$ cat src/rtl/csif_params.svh
// Register offsets, field positions, reset values and timing counts for the status bank
`ifndef CSIF_PARAMS_SVH
`define CSIF_PARAMS_SVH
`define CSIF_ADDR_CMD_STATUS 8'h11
`define CSIF_ADDR_READY_FLAGS 8'h12
`define CSIF_ADDR_IRQ_ENABLE 8'h0F
`define CSIF_BIT_INIT_POSTPROC 7
`define CSIF_BIT_CONVERTING 6
`define CSIF_BIT_SLEEPING 5
`define CSIF_BIT_CMD_ERR 4
`define CSIF_CTR_RESET 4'h0
`define CSIF_ERR_BAD_CMD 4'h0
`define CSIF_ERR_BAD_PARAM 4'h1
`define CSIF_ERR_SATURATE 4'h2
`define CSIF_ERR_OUT_OVF 4'h3
`define CSIF_READY_RESET 6'h00
`define CSIF_INIT_TIME_NS 1000
`define CSIF_INIT_CYCLES ((`CSIF_INIT_TIME_NS + 4) / 5)
`endif

$ cat src/rtl/csif_pkg.sv
// Types shared by the status bank files
package csif_pkg;
  typedef enum logic [1:0] {
    CSIF_ST_INIT,
    CSIF_ST_SLEEP,
    CSIF_ST_CONVERT,
    CSIF_ST_POSTPROC
  } csif_power_e;

  typedef struct packed {
    logic cmd_ok;
    logic cmd_bad;
    logic param_bad;
    logic saturate;
    logic out_ovf;
    logic counter_clear;
    logic soft_reset;
  } csif_cmd_evt_s;

  typedef struct packed {
    logic rd;
    logic wr;
    logic [7:0] addr;
    logic [7:0] wdata;
  } csif_reg_req_s;
endpackage

$ cat src/rtl/csif_ready_flags.sv
// Per-channel result-ready flags, cleared by a read
`timescale 1ns/10ps
`default_nettype none
module csif_ready_flags #(
  parameter int NCH = 6
) (
  // Clock and reset
  input wire logic ref_clk,
  input wire logic reset_n,
  input wire logic soft_reset,
  // Events
  input wire logic [NCH-1:0] result_ready,
  input wire logic clear_read,
  // State
  output logic [NCH-1:0] flags
);
  genvar g;
  generate
    for (g = 0; g < NCH; g++)
    begin : g_flag
      always_ff @(posedge ref_clk or negedge reset_n)
      begin
        if (!reset_n)
          flags[g] <= 1'b0;
        else if (result_ready[g])
          flags[g] <= 1'b1; // RULE14 RULE19
        else if (clear_read || soft_reset)
          flags[g] <= 1'b0; // RULE15
      end
    end
  endgenerate
endmodule // csif_ready_flags
`default_nettype wire

$ cat src/rtl/csif_status_bank.sv
// Command-status and channel ready-flag registers of the sensor host register space
// Summary of operation
// RULE1: Bit 7 high while initializing or post-processing
// RULE2: Bit 6 high during conversion
// RULE3: Bit 5 high while sleeping
// RULE4: Bit 4 set on command error
// RULE5: Counter field shows error code when errored
// RULE6: Soft reset or counter clear clears error
// RULE7: Counter increments per successful command
// RULE8: Counter zeroed by clear, reset, soft reset
// RULE9: Host detects completion by counter change
// RULE10: Bad command code 0, bad parameter 1
// RULE11: Saturation or overflow gives code 2
// RULE12: Output space overflow gives code 3
// RULE13: After reset initializing, then sleeping
// RULE14: Ready flag n set on channel result
// RULE15: Reading ready register clears all flags
// RULE16: Channel interrupt only when enabled
// RULE17: Host polls status until change or error
// RULE18: Counter wraps fifteen to zero silently
// RULE19: Ready event beats a clearing read
`timescale 1ns/10ps
`default_nettype none
`include "csif_params.svh"
module csif_status_bank
  import csif_pkg::*;
#(
  parameter int NCH = 6,
  parameter int INIT_CYCLES = `CSIF_INIT_CYCLES
) (
  // Clock and reset
  input wire logic ref_clk,
  input wire logic reset_n,
  // Register access from the host-interface logic
  input wire csif_pkg::csif_reg_req_s req,
  output logic [7:0] rdata,
  // Command executor events
  input wire csif_pkg::csif_cmd_evt_s cmd_evt,
  // Measurement engine status
  input wire logic conv_busy,
  input wire logic postproc_busy,
  input wire logic [NCH-1:0] result_ready,
  // Interrupt pin, active low open drain
  output logic irq_n_out,
  output logic irq_n_oe
);

  import csif_pkg::*;

  // Power state and initialization timer
  csif_power_e pstate_r;
  csif_power_e run_state;
  logic [15:0] init_cnt_r;
  logic init_done;

  logic st_init_or_postproc_flag;
  logic st_converting;
  logic st_sleeping;

  // Command error flag and counter or error-code field
  logic err_r;
  logic [3:0] ctr_r;
  logic [3:0] ctr_inc;
  logic err_hit;
  logic [3:0] err_code;
  logic ctr_clear;

  // Channel enables, ready flags and pending interrupts
  logic [NCH-1:0] ie_r;
  logic [NCH-1:0] flags;
  logic [NCH-1:0] pend;
  logic any_pend;

  // Register access decode and read path
  logic sel_status;
  logic sel_ready;
  logic sel_enable;
  logic sel_none;

  logic [7:0] status;
  logic [7:0] ready_byte;
  logic [7:0] enable_byte;
  logic [7:0] rdata_nxt;
  logic rd_ready;
  logic wr_enable;
  logic srst;

  // Soft reset returns every register here except the read data, irq_n_oe and any ready flag set in that same cycle to its power-up state
  assign srst = cmd_evt.soft_reset;
  // Either clear command drops the error flag and zeroes the field
  assign ctr_clear = srst || cmd_evt.counter_clear;
  assign ctr_inc = ctr_r + 4'h1;

  // Strobes qualified by address
  assign rd_ready = req.rd && sel_ready;
  assign wr_enable = req.wr && sel_enable;
  // Timer parks at its last count once initialization is over
  assign init_done = (init_cnt_r == 16'(INIT_CYCLES - 1));

  // Status bits decoded from the power state
  assign st_init_or_postproc_flag = (pstate_r == CSIF_ST_INIT) || (pstate_r == CSIF_ST_POSTPROC);
  assign st_converting = (pstate_r == CSIF_ST_CONVERT);
  assign st_sleeping = (pstate_r == CSIF_ST_SLEEP);

  // Address decode for the registers kept in this bank
  always_comb
  begin
    sel_status = 1'b0;
    sel_ready = 1'b0;
    sel_enable = 1'b0;
    sel_none = 1'b0;
    if (req.addr == `CSIF_ADDR_CMD_STATUS)
      sel_status = 1'b1;
    else if (req.addr == `CSIF_ADDR_READY_FLAGS)
      sel_ready = 1'b1;
    else if (req.addr == `CSIF_ADDR_IRQ_ENABLE)
      sel_enable = 1'b1;
    else
      sel_none = 1'b1;
  end

  // Initialization timer; restarts on every soft reset
  always_ff @(posedge ref_clk or negedge reset_n)
  begin
    if (!reset_n)
      init_cnt_r <= 16'h0000;
    else if (srst)
      init_cnt_r <= 16'h0000;
    else if ((pstate_r == CSIF_ST_INIT) && !init_done)
      init_cnt_r <= init_cnt_r + 16'h0001;
  end

  // Operating state from the engine's busy levels; conversion wins
  always_comb
  begin
    run_state = CSIF_ST_SLEEP;
    if (conv_busy)
      run_state = CSIF_ST_CONVERT;
    else if (postproc_busy)
      run_state = CSIF_ST_POSTPROC;
  end

  // Power state; soft reset re-enters initialization
  always_ff @(posedge ref_clk or negedge reset_n)
  begin
    if (!reset_n)
      pstate_r <= CSIF_ST_INIT; // RULE13
    else if (srst)
      pstate_r <= CSIF_ST_INIT; // RULE13
    else
    begin
      case (pstate_r)
        CSIF_ST_INIT:
        begin
          if (init_done)
            pstate_r <= CSIF_ST_SLEEP; // RULE13
        end
        CSIF_ST_SLEEP,
        CSIF_ST_CONVERT,
        CSIF_ST_POSTPROC:
          pstate_r <= run_state;
        // Unused encoding; restart initialization
        default:
          pstate_r <= CSIF_ST_INIT;
      endcase
    end
  end

  // Error source priority: unknown command first, output overflow last
  always_comb
  begin
    err_hit = 1'b1;
    err_code = `CSIF_ERR_BAD_CMD;
    if (cmd_evt.cmd_bad)
      err_code = `CSIF_ERR_BAD_CMD; // RULE10
    else if (cmd_evt.param_bad)
      err_code = `CSIF_ERR_BAD_PARAM; // RULE10
    else if (cmd_evt.saturate)
      err_code = `CSIF_ERR_SATURATE; // RULE11
    else if (cmd_evt.out_ovf)
      err_code = `CSIF_ERR_OUT_OVF; // RULE12
    else
      err_hit = 1'b0;
  end

  // Error flag; a clear command outranks a new error in the same cycle
  always_ff @(posedge ref_clk or negedge reset_n)
  begin
    if (!reset_n)
      err_r <= 1'b0;
    else if (ctr_clear)
      err_r <= 1'b0; // RULE6
    else if (err_hit)
      err_r <= 1'b1; // RULE4
  end

  // Counter field; holds the error code while the flag is up
  always_ff @(posedge ref_clk or negedge reset_n)
  begin
    if (!reset_n)
      ctr_r <= `CSIF_CTR_RESET; // RULE8
    else if (ctr_clear)
      ctr_r <= `CSIF_CTR_RESET; // RULE8
    else if (err_hit)
      ctr_r <= err_code; // RULE5
    // Wraps from fifteen to zero without flagging an error
    else if (cmd_evt.cmd_ok && !err_r)
      ctr_r <= ctr_inc; // RULE7 RULE18
  end

  // Channel interrupt enables, one flip-flop per channel
  genvar g;

  generate
    for (g = 0; g < NCH; g++)
    begin : g_chan
      always_ff @(posedge ref_clk or negedge reset_n)
      begin
        if (!reset_n)
          ie_r[g] <= 1'b0;
        else if (srst)
          ie_r[g] <= 1'b0;
        else if (wr_enable)
          ie_r[g] <= req.wdata[g];
      end

      assign pend[g] = flags[g] & ie_r[g]; // RULE16
    end
  endgenerate

  assign any_pend = |pend;

  csif_ready_flags #(
    .NCH(NCH)
  ) u_flags (
    .ref_clk(ref_clk),
    .reset_n(reset_n),
    .soft_reset(srst),
    .result_ready(result_ready),
    .clear_read(rd_ready),
    .flags(flags)
  );

  // Register bytes; bits above the channel count read as zero
  always_comb
  begin
    ready_byte = 8'h00;
    enable_byte = 8'h00;
    ready_byte[NCH-1:0] = flags;
    enable_byte[NCH-1:0] = ie_r;
  end

  // Command-status byte assembled from live state
  always_comb
  begin
    status = 8'h00;
    status[`CSIF_BIT_INIT_POSTPROC] = st_init_or_postproc_flag; // RULE1
    status[`CSIF_BIT_CONVERTING] = st_converting; // RULE2
    status[`CSIF_BIT_SLEEPING] = st_sleeping; // RULE3
    status[`CSIF_BIT_CMD_ERR] = err_r; // RULE4
    status[3:0] = ctr_r; // RULE5 RULE9
  end

  // Read multiplexer; unmapped addresses read as zero
  always_comb
  begin
    rdata_nxt = 8'h00;
    if (sel_status)
      rdata_nxt = status; // RULE17
    else if (sel_ready)
      rdata_nxt = ready_byte; // RULE14
    else if (sel_enable)
      rdata_nxt = enable_byte;
    else if (sel_none)
      rdata_nxt = 8'h00;
  end

  // Registered read data, valid the cycle after the read strobe
  always_ff @(posedge ref_clk or negedge reset_n)
  begin
    if (!reset_n)
      rdata <= 8'h00;
    else if (req.rd)
      rdata <= rdata_nxt;
  end

  // Open-drain pin: the level is always low, the enable carries the interrupt
  always_ff @(posedge ref_clk or negedge reset_n)
  begin
    if (!reset_n)
      irq_n_out <= 1'b0;
    else
      irq_n_out <= 1'b0;
  end

  // Pin driven (enable low) while any enabled flag is pending
  always_ff @(posedge ref_clk or negedge reset_n)
  begin
    if (!reset_n)
      irq_n_oe <= 1'b1;
    else
      irq_n_oe <= ~any_pend; // RULE16
  end
endmodule // csif_status_bank
`default_nettype wire

$ cat config.mk
export PLATFORM = sky130hd
export DESIGN_NAME = csif_status_bank
export DESIGN_NICKNAME = d
export VERILOG_FILES = /design/src/rtl/csif_pkg.sv /design/src/rtl/csif_ready_flags.sv /design/src/rtl/csif_status_bank.sv
export VERILOG_INCLUDE_DIRS = /design/src /design/src/rtl
export SDC_FILE = /design/constraint.sdc
export NUM_CORES = 1
export LEC_CHECK = 0
export BUFFER_PORTS_ARGS = -buffer_cell sky130_fd_sc_hd__buf_2
export CAP_MARGIN = 20
export CELL_PAD_IN_SITES_DETAIL_PLACEMENT = 1
export CELL_PAD_IN_SITES_GLOBAL_PLACEMENT = 1
export CORE_ASPECT_RATIO = 0.5
export CORE_MARGIN = 10
export CORE_UTILIZATION = 45
export DETAILED_ROUTE_END_ITERATION = 7
export GPL_ROUTABILITY_DRIVEN = 1
export HOLD_SLACK_MARGIN = 0.08
export MAX_ROUTING_LAYER = met4
export PLACE_DENSITY_LB_ADDON = 0.1
export RECOVER_POWER = 100
export SETUP_SLACK_MARGIN = 0.3
export SYNTH_ARGS = -nofsm -noshare
export SYNTH_HDL_FRONTEND = slang
export SYNTH_SLANG_ARGS = --single-unit
$ cat constraint.sdc
create_clock -name ref_clk -period 5.1 [get_ports ref_clk]
set_input_delay 0.51 -clock ref_clk [delete_from_list [all_inputs] [get_ports ref_clk]]
set_output_delay 0.51 -clock ref_clk [all_outputs]
set_load 0.005 [all_outputs]
==> flow_metrics.tcl <==
set metrics [dict create \
    synthXorXnorAreaFrac 0.0390 \
    setup-violations-final 0 \
    slew_violations 49 \
    clkPwrFrac 0.361 \
    switching_share 0.275 \
    clkTransAtPathRegs_ns 0.09 \
    yosys_register_bits 44 \
    synthMuxAreaShare 0.0407 \
    cp_data_required_time_ns 5.31 \
    vias 1856 \
    crit_fanout 10 \
    grt_usage 0.145 \
    synth_largest_area_cell "dfrtp_1" \
    fin_skew_ns 0.00511 \
    startpoint "init_cnt_r[11]$_DFFE_PN0P_" \
    port_buffers 41 \
    end_kind "flip-flop" \
    seqCellArea_sq_mm 0.00110 \
    r2r-start "init_cnt_r[11]$_DFFE_PN0P_" \
    cts_made_buffers 5 \
    grt_pass1_vias 2054 \
    synth_edf_count 0 \
    syn2layout_area_growth_pct 14.7 \
    antenna_found_initial 0 \
    synth_top_family_by_area "simple AND/OR/NAND/NOR gates" \
    final-hold-violation-count 0 \
    netlist_instances 222 \
    start_util 0.461 \
    fin_setup_tns_ns 0 \
    nets 306 \
    maxCapViolCount 3 \
    row_count 18 \
    viasPerCell 5.52 \
    ys.flop_type "dfrtp_1" \
    finalCritPeriodShare 0.589 \
    cts_tree "yes" \
    drive_gt1_frac 0.177 \
    drtAntennaViolNets 0 \
    synth-simple-area-share 0.213 \
    finalCriticalPeriod_ns 3.01 \
    synth_compound_area_frac 0.145 \
    drc 0 \
    die_h_um 69.9 \
    ios 45 \
    overflow 0 \
    clock-sinks 44 \
    core_area_sq_mm 0.00486 \
    violations "capacitance limit, slew limit" \
    synth.distinct_cells 42 \
    yosysWarnings 0 \
    power_frac_comb 0.137 \
    yosys-top-cells-area "dfrtp_1 (48%), nor2_1 (5.5%), mux2i_1 (3.6%), ha_1 (3.3%), a21oi_1 (3.1%)" \
    min_path_type "in -> reg" \
    dr.pass1.iters 4 \
    design.die.area_sq_mm 0.00838 \
    clock_latency_ns 0.30 \
    cts_resized 0 \
    drt_first_iter_violations 56 \
    wl_um 5970 \
    grt_max_degree 45 \
    htreeDepth 2 \
    power_frac_seq 0.502 \
    grt_pass1_wl_um 9930 \
    grt_setup_unrepaired "no" \
    routabilityCongestion 0.799 \
    synth_fp_nets 263 \
    fmax_mhz 333 \
    fillerInstances 577 \
    min_from "result_ready[3]" \
    slew_headroom -0.351 \
    leakage_nw 1.12 \
    cts_buffer_depth 2 \
    synth_area_per_cell_sq_um 10.1 \
    worst_pin_slew_ns 2.03 \
    run_status "finished with violations" \
    powerDensity_mw_per_mm2 298 \
    insertedDiodeCount 0 \
    async_reset_ff_frac 1.00 \
    multi_input_area_sq_mm 0.00102 \
    drt-wirelength-per-cell_um 17.8 \
    root_buffer "clkbuf_8" \
    synth_fa_ha_area_frac 0.0334 \
    p_total_w 0.000768 \
    netSwitchingPower_w 0.000211 \
    yosysSeqAreaShare 0.491 \
    critPathKind "reg -> reg" \
    start_kind "flip-flop" \
    yosys-top-cells-count "dfrtp_1 (43), nor2_1 (33), nand2_1 (15)" \
    dp_hpwl_um 4400 \
    arrival_ns 3.21 \
    die-width_um 120 \
    ir_worst_vdd_uv 136 \
    syn_area_sq_mm 0.00224 \
    synth_top_area_share 0.479 \
    synth_most_common_cell "dfrtp_1" \
    power.internal_w 0.000557 \
]
## through the flow
stage	util	setup slack [ns]	cells	hold slack (ns)	cell area (sq um)
floorplan	-	3.04	222	0.214	2240
global placement	0.514	2.79	326	0.446	2500
detailed placement	0.514	2.64	326	0.461	2500
CTS	0.538	2.75	334	0.368	2620
global route	0.529	1.75	336	0.371	2570
finish	0.529	2.09	336	0.375	2570
## power by group through the flow
stage / Combinational, W / Sequential (W) / Clock, W
global placement: 0.000105 / 0.000391 / 0
global route: 0.000120 / 0.000389 / 0.000302
finish: 0.000105 / 0.000386 / 0.000277
detailed placement: 0.000111 / 0.000392 / 0
CTS: 0.000113 / 0.000386 / 0.000286
floorplan: 0.0000686 / 0.000388 / 0
## area by class of cell
class | instances | share of cell area
multi-input cells | 160 | 0.397
well taps | 70 | 0.0340
clock buffers | 5 | 0.0267
clock inverters | 3 | 0.0180
inverters | 11 | 0.0160
repair buffers | 43 | 0.0802
flip-flops and latches | 44 | 0.428
## registers in the layout, indices dropped and copies added, names as in the netlist
signal	flops
ctr_r	4
enable_byte	6
err_r	1
init_cnt_r	16
irq_n_oe	1
pstate_r	2
rdata	8
u_flags.flags	6
## worst max-delay path, cell delays in order (launching register included)
cell and delay [ns]:
dfrtp_1 0.46, or4_1 0.54, o41ai_1 1.39, o21ai_0 0.31, a21oi_1 0.20
## what timing repair did
action                                 in CTS  in global routing
endpoints found under the hold margin       0                  6
buffers inserted                            0                  0
hold buffers                                0                  1
## placed cells by master, fill, tap and decap left out, types with 2 or more instances in the layout
cell / n
clkbuf_8: 5
nand3_1: 3
clkbuf_1: 11
nor3_1: 6
or3_1: 6
a21oi_1: 14
nor4_1: 4
xor2_1: 6
nor2b_1: 2
inv_1: 11
a22oi_1: 2
a311oi_1: 2
xnor2_1: 4
or4_1: 3
nor2_1: 33
o21ai_0: 7
a21o_1: 6
dfrtp_1: 43
a221oi_1: 6
nand4_1: 8
o31ai_1: 2
mux2i_1: 8
or3_2: 2
nand2_1: 15
buf_2: 31
ha_1: 6
## routing by layer
metal	vias to the layer above	global-route usage	share of wire
met2	35	0.248	0.49
met3	4	0.0425	0.054
met5	-	-	0
li1	881	-	-
met4	0	0.0253	0.0065
met1	936	0.168	0.45
## cell families (layout without fill, tap and decap cells)
| logic type | after synthesis | after routing |
|---|---|---|
| xor gates and xnor gates | 10 | 10 |
| and+or+nand+nor | 88 | 88 |
| buffers and inverters | 18 | 62 |
| muxes | 9 | 9 |
| AOI/OAI and AO/OA | 46 | 46 |
| adders and majority gates | 6 | 6 |
| DFF | 44 | 44 |
| other | 1 | 1 |
## worst paths after layout
path                                           endpoint  cells past startpoint  slack [ns]
max                           init_cnt_r[3]$_DFFE_PN0P_                      4        2.09
min                        u_flags.flags[3]$_DFFE_PN0P_                      2        0.37
max reg2reg                   init_cnt_r[3]$_DFFE_PN0P_                      4        2.09
min reg2reg                          irq_n_oe$_DFF_PN1_                      1        0.47
max in group asynchronous     init_cnt_r[5]$_DFFE_PN0P_                      3        2.20
min in group asynchronous          rdata[3]$_DFFE_PN0P_                      2        0.65
Note: power is estimated with default switching activity, not from simulation.
